## src/iep_consts.svh

```systemverilog
// Purpose: Offsets, field positions, masks and reset values for the
//          interrupt enable and priority register block.
// Assumes: 16-bit register words on a plain strobe port.
// Notes:   Definitions only.
`ifndef IEP_CONSTS_SVH
`define IEP_CONSTS_SVH

// ----------------------------------------------------------------------
// Widths and counts
// ----------------------------------------------------------------------
`define IEP_ADDR_W 4
`define IEP_DATA_W 16
`define IEP_NSRC 17
`define IEP_NPRI 5

// ----------------------------------------------------------------------
// Register offsets (word index on the register port)
// ----------------------------------------------------------------------
`define IEP_OFS_IEN5 4'h0
`define IEP_OFS_IEN6 4'h1
`define IEP_OFS_PRI0 4'h2
`define IEP_OFS_PRI1 4'h3
`define IEP_OFS_PRI2 4'h4
`define IEP_OFS_PRI3 4'h5
`define IEP_OFS_PRI4 4'h6

// ----------------------------------------------------------------------
// Field positions
// ----------------------------------------------------------------------
`define IEP_BIT_SER3_ERR 1
`define IEP_BIT_GFX 4
`define IEP_FLD0_LSB 0
`define IEP_FLD1_LSB 4
`define IEP_FLD2_LSB 8
`define IEP_FLD3_LSB 12

// ----------------------------------------------------------------------
// Implemented-bit masks and reset values
// ----------------------------------------------------------------------
`define IEP_MASK_IEN5 16'h0002
`define IEP_MASK_IEN6 16'h0010
`define IEP_MASK_PRI0 16'h7777
`define IEP_MASK_PRI1 16'h7770
`define IEP_MASK_PRI2 16'h7777
`define IEP_MASK_PRI3 16'h0077
`define IEP_MASK_PRI4 16'h7777
`define IEP_RST_PRI0 16'h4444
`define IEP_RST_PRI1 16'h4440
`define IEP_RST_PRI2 16'h4444
`define IEP_RST_PRI3 16'h0044
`define IEP_RST_PRI4 16'h4444
`define IEP_PRI_RST 3'h4
`define IEP_PRI_OFF 3'h0
`define IEP_PRI_TOP 3'h7

`endif

```

## src/iep_pkg.sv

```systemverilog
// Purpose: Types shared by the interrupt enable and priority block.
// Assumes: Source numbering follows the priority register fields.
// Notes:   Source enum order is the tie-break order (lower wins).
package iep_pkg;
    typedef logic [2:0] iep_level_t;
    typedef logic [4:0] iep_src_t;
    typedef enum logic [4:0] {
        IEP_EXT0, IEP_CAPT1, IEP_CMP1, IEP_TMR1,
        IEP_CAPT2, IEP_CMP2, IEP_TMR2,
        IEP_TMR3, IEP_SPORT1_FAULT, IEP_SPORT1_EVT, IEP_SER1_RX,
        IEP_SER1_TX, IEP_CONV_DONE,
        IEP_I2C1_SLV, IEP_I2C1_MST, IEP_COMPARATOR, IEP_CHANGE_NOTIFY
    } iep_src_id_t;
endpackage

```

## src/iep_req_if.sv

```systemverilog
// Purpose: Qualified requests and levels from the gate to the arbiter.
// Assumes: Single clock domain, no timing inside.
// Notes:   Carrier only.
`timescale 1ns/1ps
`default_nettype none
`include "iep_consts.svh"
interface iep_req_if;
    logic [`IEP_NSRC-1:0] req;
    iep_pkg::iep_level_t prio [`IEP_NSRC];
    modport gate (output req, output prio);
    modport arb (input req, input prio);
endinterface
`default_nettype wire

```

## src/iep_gate.sv

```systemverilog
// Purpose: Qualify each pending request by its enable and priority.
// Assumes: Requests and enables come from logic on the same clock.
// Notes:   Priority code zero removes the source entirely.
`timescale 1ns/1ps
`default_nettype none
`include "iep_consts.svh"
module iep_gate (
    input wire logic [`IEP_NSRC-1:0] req_i,
    input wire logic [`IEP_NSRC-1:0] enable_i,
    input wire iep_pkg::iep_level_t prio_i [`IEP_NSRC],
    iep_req_if.gate bus
);
    import iep_pkg::*;

    // Per-source gating of enable and non-zero level
    for (genvar g = 0; g < `IEP_NSRC; g++) begin : g_src
        assign bus.req[g] = req_i[g] & enable_i[g] &
                            (prio_i[g] != `IEP_PRI_OFF);
        assign bus.prio[g] = prio_i[g];
    end
endmodule
`default_nettype wire

```

## src/iep_arb.sv

```systemverilog
// Purpose: Pick the highest-level qualified request and register it.
// Assumes: Incoming requests are already gated.
// Notes:   Equal levels resolve to the lowest source number.
`timescale 1ns/1ps
`default_nettype none
`include "iep_consts.svh"
module iep_arb (
    input wire logic clk_i,
    input wire logic rst_n_i,
    iep_req_if.arb bus,
    output logic irq_req_o,
    output iep_pkg::iep_level_t irq_level_o,
    output iep_pkg::iep_src_t irq_src_o
);
    import iep_pkg::*;

    logic win_any;
    iep_level_t win_lvl;
    iep_src_t win_src;
    logic req_q;
    iep_level_t lvl_q;
    iep_src_t src_q;

    // Strictly greater replaces, so ties keep the lower source
    always_comb begin
        win_any = 1'b0;
        win_lvl = `IEP_PRI_OFF;
        win_src = '0;
        for (int i = 0; i < `IEP_NSRC; i++) begin
            if (bus.req[i] && (bus.prio[i] > win_lvl)) begin
                win_any = 1'b1;
                win_lvl = bus.prio[i];
                win_src = 5'(i);
            end
        end
    end

    // Registered request, level and source towards the core
    always_ff @(posedge clk_i or negedge rst_n_i) begin
        if (!rst_n_i) begin
            req_q <= 1'b0;
            lvl_q <= `IEP_PRI_OFF;
            src_q <= '0;
        end else begin
            req_q <= win_any;
            lvl_q <= win_lvl;
            src_q <= win_src;
        end
    end

    assign irq_req_o = req_q;
    assign irq_level_o = lvl_q;
    assign irq_src_o = src_q;
endmodule
`default_nettype wire

```

## src/iep_top.sv

```systemverilog
// Purpose: Interrupt enable and priority registers with arbitration.
// Assumes: Request and external enable inputs come from logic on clk_i.
// Notes:   Read data stand only in the cycle after the read strobe.
// Contract
// - Enable bit set passes request, clear blocks
// - Enable word six holds only graphics bit
// - Enable word five bit one: serial3 error
// - Code 111 is level 7, highest
// - Code 001 lowest level, codes linear
// - Code 000 disables source regardless of enable
// - Unimplemented bits read zero, ignore writes
// - Reset: priorities 100, enables cleared
// - Priority word zero field placement
// - Priority word one field placement
// - Priority word two field placement
// - Priority word three: two low fields
// - Priority word four field placement
// - Enables read/write, each gates one source
//
// Our own choices: the address map and the address-and-strobe port.
`timescale 1ns/1ps
`default_nettype none
`include "iep_consts.svh"
module iep_top (
    input wire logic clk_i,
    input wire logic rst_n_i,
    input wire logic [`IEP_ADDR_W-1:0] addr_i,
    input wire logic [`IEP_DATA_W-1:0] wdata_i,
    input wire logic wr_i,
    input wire logic rd_i,
    output logic [`IEP_DATA_W-1:0] rdata_o,
    input wire logic [`IEP_NSRC-1:0] req_i,
    input wire logic [`IEP_NSRC-1:0] ext_enable_i,
    input wire logic graphics_req_i,
    input wire logic serial3_error_req_i,
    output logic graphics_irq_enable_o,
    output logic serial3_error_irq_enable_o,
    output logic graphics_irq_req_o,
    output logic serial3_error_irq_req_o,
    output logic irq_req_o,
    output iep_pkg::iep_level_t irq_level_o,
    output iep_pkg::iep_src_t irq_src_o
);
    import iep_pkg::*;

    // ------------------------------------------------------------------
    // Register table
    // ------------------------------------------------------------------
    localparam logic [`IEP_ADDR_W-1:0] PRI_ADDR [`IEP_NPRI] = '{
        `IEP_OFS_PRI0, `IEP_OFS_PRI1, `IEP_OFS_PRI2,
        `IEP_OFS_PRI3, `IEP_OFS_PRI4};
    localparam logic [`IEP_DATA_W-1:0] PRI_MASK [`IEP_NPRI] = '{
        `IEP_MASK_PRI0, `IEP_MASK_PRI1, `IEP_MASK_PRI2,
        `IEP_MASK_PRI3, `IEP_MASK_PRI4};
    localparam logic [`IEP_DATA_W-1:0] PRI_RST [`IEP_NPRI] = '{
        `IEP_RST_PRI0, `IEP_RST_PRI1, `IEP_RST_PRI2,
        `IEP_RST_PRI3, `IEP_RST_PRI4};

    logic [`IEP_DATA_W-1:0] pri_q [`IEP_NPRI];
    logic [`IEP_NPRI-1:0] pri_wr;
    logic [`IEP_NPRI-1:0] pri_hit;
    logic ser3_err_en_q;
    logic gfx_en_q;
    logic [`IEP_DATA_W-1:0] rdata_q;
    logic [`IEP_DATA_W-1:0] rdata_d;
    logic [`IEP_DATA_W-1:0] pri_rd_word;
    logic [`IEP_DATA_W-1:0] ien_rd_word;
    logic hit_ien5;
    logic hit_ien6;
    logic wr_ien5;
    logic wr_ien6;
    iep_level_t prio [`IEP_NSRC];

    // ------------------------------------------------------------------
    // Address decode
    // ------------------------------------------------------------------
    // Enable word strobes
    assign hit_ien5 = (addr_i == `IEP_OFS_IEN5);
    assign hit_ien6 = (addr_i == `IEP_OFS_IEN6);
    assign wr_ien5 = wr_i & hit_ien5;
    assign wr_ien6 = wr_i & hit_ien6;

    // Priority word strobes, one per word
    for (genvar g = 0; g < `IEP_NPRI; g++) begin : g_dec
        assign pri_hit[g] = (addr_i == PRI_ADDR[g]);
        assign pri_wr[g] = wr_i & pri_hit[g];
    end

    // ------------------------------------------------------------------
    // Storage
    // ------------------------------------------------------------------
    // Only the implemented enable bits exist as flops
    always_ff @(posedge clk_i or negedge rst_n_i) begin
        if (!rst_n_i) begin
            ser3_err_en_q <= 1'b0;
            gfx_en_q <= 1'b0;
        end else begin
            if (wr_ien5) begin
                ser3_err_en_q <= wdata_i[`IEP_BIT_SER3_ERR];
            end
            if (wr_ien6) begin
                gfx_en_q <= wdata_i[`IEP_BIT_GFX];
            end
        end
    end

    // Priority words keep implemented bits only
    for (genvar g = 0; g < `IEP_NPRI; g++) begin : g_pri
        always_ff @(posedge clk_i or negedge rst_n_i) begin
            if (!rst_n_i) begin
                pri_q[g] <= PRI_RST[g];
            end else if (pri_wr[g]) begin
                pri_q[g] <= wdata_i & PRI_MASK[g];
            end
        end
    end

    // ------------------------------------------------------------------
    // Field map from words to sources
    // ------------------------------------------------------------------
    // Word zero
    assign prio[IEP_EXT0] = pri_q[0][`IEP_FLD0_LSB +: 3];
    assign prio[IEP_CAPT1] = pri_q[0][`IEP_FLD1_LSB +: 3];
    assign prio[IEP_CMP1] = pri_q[0][`IEP_FLD2_LSB +: 3];
    assign prio[IEP_TMR1] = pri_q[0][`IEP_FLD3_LSB +: 3];
    // Word one
    assign prio[IEP_CAPT2] = pri_q[1][`IEP_FLD1_LSB +: 3];
    assign prio[IEP_CMP2] = pri_q[1][`IEP_FLD2_LSB +: 3];
    assign prio[IEP_TMR2] = pri_q[1][`IEP_FLD3_LSB +: 3];
    // Word two
    assign prio[IEP_TMR3] = pri_q[2][`IEP_FLD0_LSB +: 3];
    assign prio[IEP_SPORT1_FAULT] = pri_q[2][`IEP_FLD1_LSB +: 3];
    assign prio[IEP_SPORT1_EVT] = pri_q[2][`IEP_FLD2_LSB +: 3];
    assign prio[IEP_SER1_RX] = pri_q[2][`IEP_FLD3_LSB +: 3];
    // Word three
    assign prio[IEP_SER1_TX] = pri_q[3][`IEP_FLD0_LSB +: 3];
    assign prio[IEP_CONV_DONE] = pri_q[3][`IEP_FLD1_LSB +: 3];
    // Word four
    assign prio[IEP_I2C1_SLV] = pri_q[4][`IEP_FLD0_LSB +: 3];
    assign prio[IEP_I2C1_MST] = pri_q[4][`IEP_FLD1_LSB +: 3];
    assign prio[IEP_COMPARATOR] = pri_q[4][`IEP_FLD2_LSB +: 3];
    assign prio[IEP_CHANGE_NOTIFY] = pri_q[4][`IEP_FLD3_LSB +: 3];

    // ------------------------------------------------------------------
    // Read path
    // ------------------------------------------------------------------
    // Unmapped offsets and unimplemented bits return zero
    always_comb begin
        pri_rd_word = '0;
        for (int i = 0; i < `IEP_NPRI; i++) begin
            if (pri_hit[i]) begin
                pri_rd_word = pri_q[i];
            end
        end
    end
    assign ien_rd_word =
        hit_ien5 ? (16'(ser3_err_en_q) << `IEP_BIT_SER3_ERR) :
        hit_ien6 ? (16'(gfx_en_q) << `IEP_BIT_GFX) : 16'h0000;
    assign rdata_d = rd_i ? (pri_rd_word | ien_rd_word) : 16'h0000;

    // Read data held for exactly the cycle after the strobe
    always_ff @(posedge clk_i or negedge rst_n_i) begin
        if (!rst_n_i) begin
            rdata_q <= '0;
        end else begin
            rdata_q <= rdata_d;
        end
    end
    assign rdata_o = rdata_q;

    // ------------------------------------------------------------------
    // Enable outputs and gated requests
    // ------------------------------------------------------------------
    // Graphics and serial3 error requests pass only when enabled
    assign graphics_irq_enable_o = gfx_en_q;
    assign serial3_error_irq_enable_o = ser3_err_en_q;
    assign graphics_irq_req_o = graphics_req_i & gfx_en_q;
    assign serial3_error_irq_req_o = serial3_error_req_i &
                                     ser3_err_en_q;

    // ------------------------------------------------------------------
    // Qualification and arbitration
    // ------------------------------------------------------------------
    iep_req_if req_bus ();

    // Gate by the outer enable bits and the level code
    iep_gate u_gate (
        .req_i(req_i),
        .enable_i(ext_enable_i),
        .prio_i(prio),
        .bus(req_bus)
    );

    // Winner registered towards the core
    iep_arb u_arb (
        .clk_i(clk_i),
        .rst_n_i(rst_n_i),
        .bus(req_bus),
        .irq_req_o(irq_req_o),
        .irq_level_o(irq_level_o),
        .irq_src_o(irq_src_o)
    );

    // ------------------------------------------------------------------
    // Assertions
    // ------------------------------------------------------------------
    logic top_pending;
    logic any_pending;

    // Any qualified request, and any at the top level
    always_comb begin
        top_pending = 1'b0;
        any_pending = 1'b0;
        for (int i = 0; i < `IEP_NSRC; i++) begin
            if (req_bus.req[i]) begin
                any_pending = 1'b1;
                if (req_bus.prio[i] == `IEP_PRI_TOP) begin
                    top_pending = 1'b1;
                end
            end
        end
    end
endmodule
`default_nettype wire

```

## config.mk

```make
export PLATFORM = sky130hd
export DESIGN_NAME = iep_top
export DESIGN_NICKNAME = d
export VERILOG_FILES = /design/src/iep_pkg.sv /design/src/iep_req_if.sv /design/src/iep_gate.sv /design/src/iep_arb.sv /design/src/iep_top.sv
export VERILOG_INCLUDE_DIRS = /design/src
export SDC_FILE = /design/constraint.sdc
export NUM_CORES = 1
export LEC_CHECK = 0
export BUFFER_PORTS_ARGS = -buffer_cell sky130_fd_sc_hd__buf_2
export CAP_MARGIN = 0
export CORE_ASPECT_RATIO = 0.8
export CORE_MARGIN = 2
export CORE_UTILIZATION = 40
export CTS_BUF_LIST = sky130_fd_sc_hd__clkbuf_4 sky130_fd_sc_hd__clkbuf_8 sky130_fd_sc_hd__clkbuf_16
export DETAILED_ROUTE_END_ITERATION = 16
export PLACE_DENSITY = 0.67
export RECOVER_POWER = 50
export SETUP_SLACK_MARGIN = 0.3
export SLEW_MARGIN = 0
export SYNTH_ARGS = -nofsm -noshare
export SYNTH_HDL_FRONTEND = slang
export SYNTH_SLANG_ARGS = --single-unit
export TNS_END_PERCENT = 100
```

## constraint.sdc

```tcl
create_clock -name clk_i -period 21.9 [get_ports clk_i]
set_input_delay 2.19 -clock clk_i [delete_from_list [all_inputs] [get_ports clk_i]]
set_output_delay 2.19 -clock clk_i [all_outputs]
set_load 0.005 [all_outputs]
```

# == Yosys cells after proc, flatten, opt, wreduce, memory -nomap -nowiden ==
# Index checks and enable logic that the tools add are counted.
# W data, S select, Z words.
# classes
n_lt_le_gt_ge,17
eq_ne,6
n_mux,58
bitwise,44
reduce_logical,35
# ops
operator,count
$mux W15,6
$mux W3,21
$reduce_bool A3 Y1,17
$gt A3 B3 Y1,16
$and A1 B1 Y1,43
$mux W4,8
$mux W1,18
$logic_and A1 B1 Y1,17
$mux W5,3
$or A15 B5 Y15,1
$eq A4 B3 Y1 const B,3
$eq A4 B2 Y1 const B,2
$eq A4 B1 Y1 const B,1
$logic_not A4 Y1,1
$mux W2,2
$gt A3 B1 Y1 const B,1
# word_totals
reg_bits,77
inputBits,60

# == Logic depth before layout (Yosys ltp) ==
# Gate-level depths: netlist (run 1).
# depth
ltp_word,52
ltp_mapped,126

# == By module ==
# A second synthesis (run 1) with hierarchy kept.
# hier_totals
hier_cells,633
area_unflattened_um2,5968.2
# modules_own_cells
mod,n_inst,cells_per_inst,area_per_inst_um2
iep_top,1,219,3017.9
iep_arb,1,346,2397.3
iep_gate,1,68,553.0

# == Worst setup path after synthesis (run 1) ==
# OpenSTA, ideal clock, no wires.
# synth_timing
path_kind,input port to flip-flop
startpoint,in req_i[0]
endpoint,reg u_arb.lvl_q[1] (netlist: u_arb.irq_level_o[1])
setup_time_ns,0.118
arrival_ns,23.828
t_required_ns,21.782
setup_slack_ns,-2.046
path_stages,121
path_buffers,1
cell_sequence,nand3_1 -> ha_1 -> and3_1 -> a211oi_4 -> nand2_2 -> mux2_2 -> ha_1 -> nor3_1 -> o22ai_1 -> a221oi_2 -> nor2_2 -> o21ai_0 -> ha_1 -> nor2_1 -> o21ai_0 -> mux2i_1 -> o2111ai_1 -> o211a_2 -> [... 85 more ...] -> or4_1 -> o311a_1 -> a21bo_2 -> and2_1 -> ha_1 -> nor2b_1 -> o21ai_0 -> inv_1 -> o21ai_1 -> mux2_2 -> ha_1 -> inv_1 -> a21o_1 -> a21oi_1 -> a311oi_1 -> clkbuf_1 -> a311oi_1 -> a21o_1
# synth_via
elab_chain_cells,52
# synth_lines
item,line,source
"start, declared",iep_top.sv:32,"input wire logic [`IEP_NSRC-1:0] req_i,"
$and A1 B1 Y1 * (2 in a row),iep_gate.sv:17,assign bus.req[g] = req_i[g] & enable_i[g] &
$logic_and A1 B1 Y1 *,iep_arb.sv:30,if (bus.req[i] && (bus.prio[i] > win_lvl)) begin
$mux W3 *,iep_arb.sv:30,
$gt A3 B3 Y1,iep_arb.sv:30,
$logic_and A1 B1 Y1,iep_arb.sv:30,
$mux W3 *,iep_arb.sv:30,
$gt A3 B3 Y1,iep_arb.sv:30,
$logic_and A1 B1 Y1,iep_arb.sv:30,
[... 36 more ...],--,
$mux W3 *,iep_arb.sv:30,
$gt A3 B3 Y1,iep_arb.sv:30,
$logic_and A1 B1 Y1,iep_arb.sv:30,
$mux W3 *,iep_arb.sv:30,
$gt A3 B3 Y1,iep_arb.sv:30,
$logic_and A1 B1 Y1,iep_arb.sv:30,
$mux W3 *,iep_arb.sv:30,
via u_arb.win_lvl[1],iep_arb.sv:18,iep_level_t win_lvl;
"end signal, assigned",iep_arb.sv:42,lvl_q <= `IEP_PRI_OFF;
"end signal, assigned",iep_arb.sv:46,lvl_q <= win_lvl;
"end, declared",iep_arb.sv:21,iep_level_t lvl_q;
# The timed path passes the listed nets; every way through them passes the cells marked *.
# A chain may end at the register's enable or synchronous reset.

# == Worst setup path after layout (run 1) ==
# layout_timing
startpoint,in req_i[0]
endpoint,reg u_arb.lvl_q[0] (netlist: u_arb.irq_level_o[0])
# Same word-level chain as after synthesis.

==> results by group, run 1 <==
Status
  • Outcome: finished, violations left
  • Failing checks: capacitance limit, slew limit, setup timing

Power
  • Leak: 3.82 nW
  • PwrDens: 118 mW/mm²
  • Worst VDD drop: about 0.067 mV
  • Pwr Total: 0.00103 W

Floorplan
  • Die Y: 111 µm
  • Core area: 0.0142 mm²
  • Num rows: 39
  • Io pins: 89
  • Die area: 0.0153 mm²
  • Starting Density: 0.405
  • Die width: 138 µm

Layout
  • Ant diodes: 0
  • Layout cells sized above 1: 0.533
  • # nets final: 952
  • Commonest non-fill, non-tap cell in the layout: buf_4
  • Area growth, synth to finish: 51.5%
  • Most frequent cells in the layout: buf_4, buf_2, dfrtp_1, mux2_2, nand2_1
  • Layout Cells excl Fill: 1059

Logic synthesis
  • Synth warn: 0
  • Async set-reset flop share out of synthesis: 1.00
  • Post-synth top flop: dfrtp_1
  • Mean area per synthesized cell: 9.04 µm²
  • Post-Syn Area: 0.00574 mm²
  • Register bit total from synthesis: 74
  • Sequential share of the synthesized area: 0.326
  • EDFF count, synth: 0
  • Cells after synthesis: 635
  • Yosys cell types: 84

STA
  • Finish-stage setup viols: 9
  • Slew headroom: -1.65
  • Maximum clock rate: about 43 MHz
  • Final Skew: 0.00441 ns
  • Final Hold Fails: 0
  • Final setup margin: -1.42 ns
  • Tmin final: ~23 ns
  • Unrepaired setup endpoints after global routing: yes
  • Worst-Margin Slew: 3.98 ns
  • Tcrit/Tclk final: 1.06
  • Max Slew Vio Count: 75

Clocking
  • Clock sinks: 74
  • Clk_lat worst skew: 0.33 ns
  • Htree depth: 3
  • CTS clk-pin slew, worst paths: 0.06 ns
  • Clk buf depth: 2
  • Root Driver: clkbuf_16
  • CTS buffer count: 9
  • CTS tree: done

Critical path
  • Capturing point of the worst reg2reg path: u_arb.irq_level_o[0]$_DFF_PN0_
  • CP Class: in2reg
  • Worst EP required: ~22 ns
  • R2R cell count: 129
  • Worst r2r src: pri_q[66]$_DFFE_PN1P_
  • Startpoint class of the critical path: input port
  • Setup slack, reg-to-reg: -0.04 ns
  • CP Data Arrival Time: 23.60 ns
  • Slowest-stage cell, CP: or4_4
  • Critical path endpoint: u_arb.irq_level_o[0]$_DFF_PN0_
  • Origin of the worst setup path: req_i[0]
  • Worst Path Max Fanout: 8
  • Max stage delay on crit path: 0.52 ns
  • Top cell by count, worst path: ha_4
  • Crit end category: register

Place
  • # port buffers: 80
  • Final Wtd Congestion: between 0.9 and 1
  • Dpl cells: ~960
  • Final HPWL DP: 15100 µm

Global routing
  • Aggregate global routing overflow: 0
  • Vias in the first global route: ~6400
  • First-pass GRT wire length: between 30000 and 40000 µm
  • Largest net degree at the start of global routing: 75
  • GRT Util Overall: 0.280
  • Initial antenna violation count: 0

Detailed routing
  • Initial drt markers: 512
  • Avg WL per Cell: 20.7 µm
  • WL met2: 10400 µm
  • DRT Wirelength: roughly 22000 µm
  • Top layer in use: met4
  • First-pass iteration count of the detailed router: 7
  • Met1 Wirelength: ~9200 µm
  • Via count: 6458
  • Drt via density: 6.10
  • ANT nets after route: 0
  • DRC: 0
  • Detail Route met3 WL: 1700 µm

Worst hold path
  • Worst Hold Class: reg2reg

Run
  • Max Cap Violations: 1
-- critical path, delay by kind of cell --
family,cells,cell delay [ns]
simple gates,44,5.68
fa+ha+maj,16,3.97
compound gates,55,8.95
buf+inv,10,1.26
mux,5,1.49
-- power by group --
part           switching (W)  internal [W]
clock              0.0000589     0.0000993
combinational       0.000302      0.000340
sequential         0.0000540      0.000175
total               0.000415      0.000614
-- Yosys cell counts, types with 4 or more instances --
cell type	number	area, µm²
a21boi_0	6	45.0
a21oi_2	4	35.0
a31oi_1	15	93.8
nor3_1	16	80.1
or2_2	7	43.8
o311ai_0	4	35.0
and2_1	10	62.6
o21ai_1	4	20.0
inv_1	29	109
nor4_1	5	31.3
o21ai_0	23	115
nand2b_1	8	50.1
o21a_1	7	52.6
a32oi_1	4	35.0
ha_1	22	275
and3_1	14	87.6
mux2_2	58	653
dfrtp_1	57	1430
o221ai_1	4	35.0
nand3_1	34	170
nor3b_1	4	30.0
o21bai_1	4	30.0
o22ai_1	7	43.8
clkbuf_1	14	52.6
a21o_1	10	75.1
a22oi_1	5	37.5
a21oi_1	29	145
nor2_1	49	184
a41oi_1	4	35.0
nand2_1	48	180
dfstp_2	17	447
o211ai_1	9	67.6
a222oi_1	11	110
buf_4	6	45.0
nand4_1	9	56.3
-- worst min-delay path by stage --
stage	start	to	slack [ns]	cells after the start
6_report	pri_q[20]$_DFFE_PN0P_	pri_q[20]$_DFFE_PN0P_	0.55	1
5_1_grt	pri_q[20]$_DFFE_PN0P_	pri_q[20]$_DFFE_PN0P_	0.58	1
4_1_cts	pri_q[20]$_DFFE_PN0P_	pri_q[20]$_DFFE_PN0P_	0.56	1
3_5_place_dp	pri_q[20]$_DFFE_PN0P_	pri_q[20]$_DFFE_PN0P_	0.55	1
3_3_place_gp	pri_q[20]$_DFFE_PN0P_	pri_q[20]$_DFFE_PN0P_	0.54	1
2_1_floorplan	pri_q[20]$_DFFE_PN0P_	pri_q[20]$_DFFE_PN0P_	0.51	1
-- area by class of cell --
cell class              count  area (µm²)
fillers                  1153        5460
multi-input cells         511        4480
flip-flops and latches     74        1870
repair buffers            245        1680
clock buffers              13         274
well taps                 184         230
inverters                  29         109
clock inverters             3        46.3
-- sequential cells by signal, indices dropped and copies added, names as in the netlist --
register	flops
pri_q	51
u_arb.irq_req_o	1
serial3_error_irq_enable_o	1
graphics_irq_enable_o	1
u_arb.irq_src_o	5
u_arb.irq_level_o	3
rdata_o	12
-- kinds of logic after synthesis --
| logic type | Yosys count | synth area share |
|---|---|---|
| DFF | 74 | 0.326 |
| other | 1 | 0.000654 |
| buffers and inverters | 53 | 0.0390 |
| and+or+nand+nor | 223 | 0.195 |
| AOI/OAI and AO/OA | 200 | 0.270 |
| muxes | 61 | 0.119 |
| adders and majority gates | 23 | 0.0497 |
-- per-stage QoR --
| step | utilization | setup slack (ns) | hold WS [ns] | cell area [µm²] | TNS (ns) |
|---|---|---|---|---|---|
| after floorplan | - | -0.366 | 0.511 | 6080 | -2.03 |
| after global placement | 0.508 | -1.52 | 0.539 | 7190 | -11.40 |
| after detailed placement | 0.508 | -2.12 | 0.547 | 7190 | -16.75 |
| after CTS | 0.587 | -1.05 | 0.557 | 8300 | -8.94 |
| after global routing | 0.614 | -2.47 | 0.581 | 8690 | -21.69 |
| final | 0.614 | -1.42 | 0.547 | 8690 | -12.16 |
-- timing repair --
action,CTS,global route
buffers inserted,69,17
pin swaps,61,64
hold buffers,0,0
hold endpoints to repair,0,0
resized for setup,51,44
setup endpoints to repair,9,9
-- metal layers --
| metal | track usage | vias up |
|---|---|---|
| li1 | - | 2923 |
| met2 | 0.449 | 332 |
| met3 | 0.0421 | 67 |
| met1 | 0.382 | 3136 |
| met4 | 0.104 | 0 |
| met5 | 0 | - |
(Power assumes the default switching activity.)
==> run 2, diff against run 1 <==
CTS_BUF_LIST = sky130_fd_sc_hd__clkbuf_4 sky130_fd_sc_hd__clkbuf_8   (was sky130_fd_sc_hd__clkbuf_4 sky130_fd_sc_hd__clkbuf_8 sky130_fd_sc_hd__clkbuf_16)
==> run 2 against run 1 <==
  * The flow still finishes with violations (capacitance limit, slew limit, setup timing)
  * Sequential power about the same
  * Via count shrank 0.23%
  * Maximum frequency increased by 0.20%
  * Utilization down 0.84 points
  * Worst setup slack gained 0.045 ns
  * Clock-buffer cell count unchanged
  * Cell area shrank 1.4%
==> results by group, run 2 (synthesis gave the netlist of run 1 again) <==
Status
  • Outcome: finished, violations left
  • Failing checks: capacitance limit, slew limit, setup timing

STA
  • Final Hold Fails: 0
  • Max Slew Vio Count: 75
  • Finish-stage setup viols: 9
  • Maximum clock rate: 43.0 MHz
  • Hold Slack: ~0.55 ns
  • Worst-Margin Slew: 3.94 ns
  • Setup TNS: -11.79 ns
  • Slew headroom: -1.63
  • Final setup margin: -1.38 ns
  • Unrepaired setup endpoints after global routing: yes
  • Tcrit/Tclk final: 1.06
  • Final Skew: around 0.013 ns
  • Tmin final: 23.28 ns

Detailed routing
  • ANT nets after route: 0
  • DRT Wirelength: 21600 µm
  • Via count: 6443
  • First-pass iteration count of the detailed router: 6
  • DRC: 0
  • Initial drt markers: 541
  • Drt via density: ~6
  • Avg WL per Cell: 20.4 µm

Layout
  • Commonest non-fill, non-tap cell in the layout: buf_4
  • Area growth, synth to finish: 49.5%
  • Ant diodes: 0
  • # nets final: 954
  • Most frequent cells in the layout: buf_4, buf_2, dfrtp_1, mux2_2, nand2_1
  • Top reg by flops: pri_q
  • Largest register FFs: 51
  • Fillers: 1160
  • Layout cells sized above 1: 0.531

Clocking
  • Clk_lat worst skew: around 0.36 ns
  • CTS clk-pin slew, worst paths: 0.08 ns
  • CTS buffer count: 9
  • Clock sinks: 74
  • CTS Hold Bufs: 0
  • Clk buf depth: 2
  • Root Driver: clkbuf_8
  • CTS tree: done
  • Htree depth: 3

Power
  • Clock share of power: 0.119
  • Sequential share of power: 0.231
  • Leak: 3.77 nW
  • Comb pwr share: 0.651
  • Pwr Total: 0.000990 W
  • Internal power: 0.000581 W
  • PwrDens: ~120 mW/mm²
  • Worst VDD drop: ~0.068 mV
  • Switch share: 0.413
  • Sw Pwr: ~0.00041 W

Worst hold path
  • Worst Hold Class: reg2reg

Critical path
  • Crit end category: register
  • Worst Path Max Fanout: 8
  • Worst r2r src: pri_q[66]$_DFFE_PN1P_
  • Startpoint class of the critical path: input port
  • CP Class: in2reg
  • Critical path endpoint: u_arb.irq_level_o[0]$_DFF_PN0_
  • Origin of the worst setup path: req_i[0]
  • Worst EP required: approximately 22 ns
  • R2R cell count: 130
  • Slowest-stage cell, CP: o311a_4
  • Capturing point of the worst reg2reg path: u_arb.irq_level_o[0]$_DFF_PN0_
  • Setup slack, reg-to-reg: -0.04 ns
  • CP Data Arrival Time: ~24 ns
  • Top cell by count, worst path: ha_4
  • Max stage delay on crit path: between 0.3 and 0.4 ns

Global routing
  • Aggregate global routing overflow: 0
  • Largest net degree at the start of global routing: 75
  • First-pass GRT wire length: 33100 µm
  • Vias in the first global route: between 6000 and 7000
  • GRT Util Overall: 0.279
  • Initial antenna violation count: 0

Floorplan
  • Core area: around 0.014 mm²
  • Die width: 138 µm
  • Die area: 0.0153 mm²
  • Starting Density: 0.405
  • Die Y: 111 µm
  • Num rows: 39
  • Io pins: 89

Place
  • # port buffers: 80
  • Final Wtd Congestion: 0.931
  • Final HPWL DP: between 15000 and 20000 µm

Run
  • Max Cap Violations: 1
==> run 2: worst max-delay path, delay by kind of cell <==
| family | cells | cell delay (ns) |
|---|---|---|
| adder cells (fa/ha/maj) | 16 | 3.92 |
| multiplexers | 5 | 1.50 |
| AO/OA/AOI/OAI | 56 | 9.23 |
| buffers and inverters | 12 | 1.57 |
| AND/OR/NAND/NOR | 42 | 5.09 |
==> run 2: per-stage QoR <==
stage,setup WS [ns],cells,instance area [µm²],util
floorplan,-0.366,638,6080,-
global placement,-1.52,957,7190,0.508
detailed placement,-2.12,957,7190,0.508
CTS,-1.01,1042,8200,0.580
global route,-2.47,1061,8580,0.606
finish,-1.38,1061,8580,0.606
==> run 2: power by group through the flow <==
stage | Sequential [W] | Clock [W] | Combinational, W
floorplan | 0.000201 | 0 | 0.000310
global placement | 0.000223 | 0 | 0.000440
detailed placement | 0.000226 | 0 | 0.000458
CTS | 0.000224 | 0.000118 | 0.000560
global route | 0.000232 | 0.000125 | 0.000690
finish | 0.000228 | 0.000118 | 0.000644
==> run 2: worst min-delay path by stage <==
stage                     slack [ns]  cells after the start             startpoint                     to
final                           0.55                      1  pri_q[20]$_DFFE_PN0P_  pri_q[20]$_DFFE_PN0P_
after floorplan                 0.51                      1  pri_q[20]$_DFFE_PN0P_  pri_q[20]$_DFFE_PN0P_
after detailed placement        0.55                      1  pri_q[20]$_DFFE_PN0P_  pri_q[20]$_DFFE_PN0P_
after CTS                       0.56                      1  pri_q[20]$_DFFE_PN0P_  pri_q[20]$_DFFE_PN0P_
after global placement          0.54                      1  pri_q[20]$_DFFE_PN0P_  pri_q[20]$_DFFE_PN0P_
after global routing            0.59                      1  pri_q[20]$_DFFE_PN0P_  pri_q[20]$_DFFE_PN0P_
==> run 2: per-layer routing <==
layer,track usage,vias to the layer above,share of wire
li1,-,2916,-
met1,0.387,3151,0.43
met2,0.446,323,0.47
met3,0.0348,53,0.073
met4,0.0973,0,0.029
met5,0,-,0
==> run 2: repair_timing <==
item | CTS | global route
setup buffers | 69 | 19
cloned | 0 | 0
setup endpoints to repair | 9 | 9
pin swaps | 61 | 64
endpoints found under the hold margin | 0 | 0
gates resized for setup | 51 | 39
==> run 2: final cells by class <==
class | count | area (µm²) | area share
multi-input cells | 511 | 4460 | 0.520
clock inverters | 3 | 46.3 | 0.00540
clock buffers | 13 | 173 | 0.0201
flip-flops and latches | 74 | 1870 | 0.218
inverters | 29 | 109 | 0.0127
well taps | 184 | 230 | 0.0268
repair buffers | 247 | 1680 | 0.196
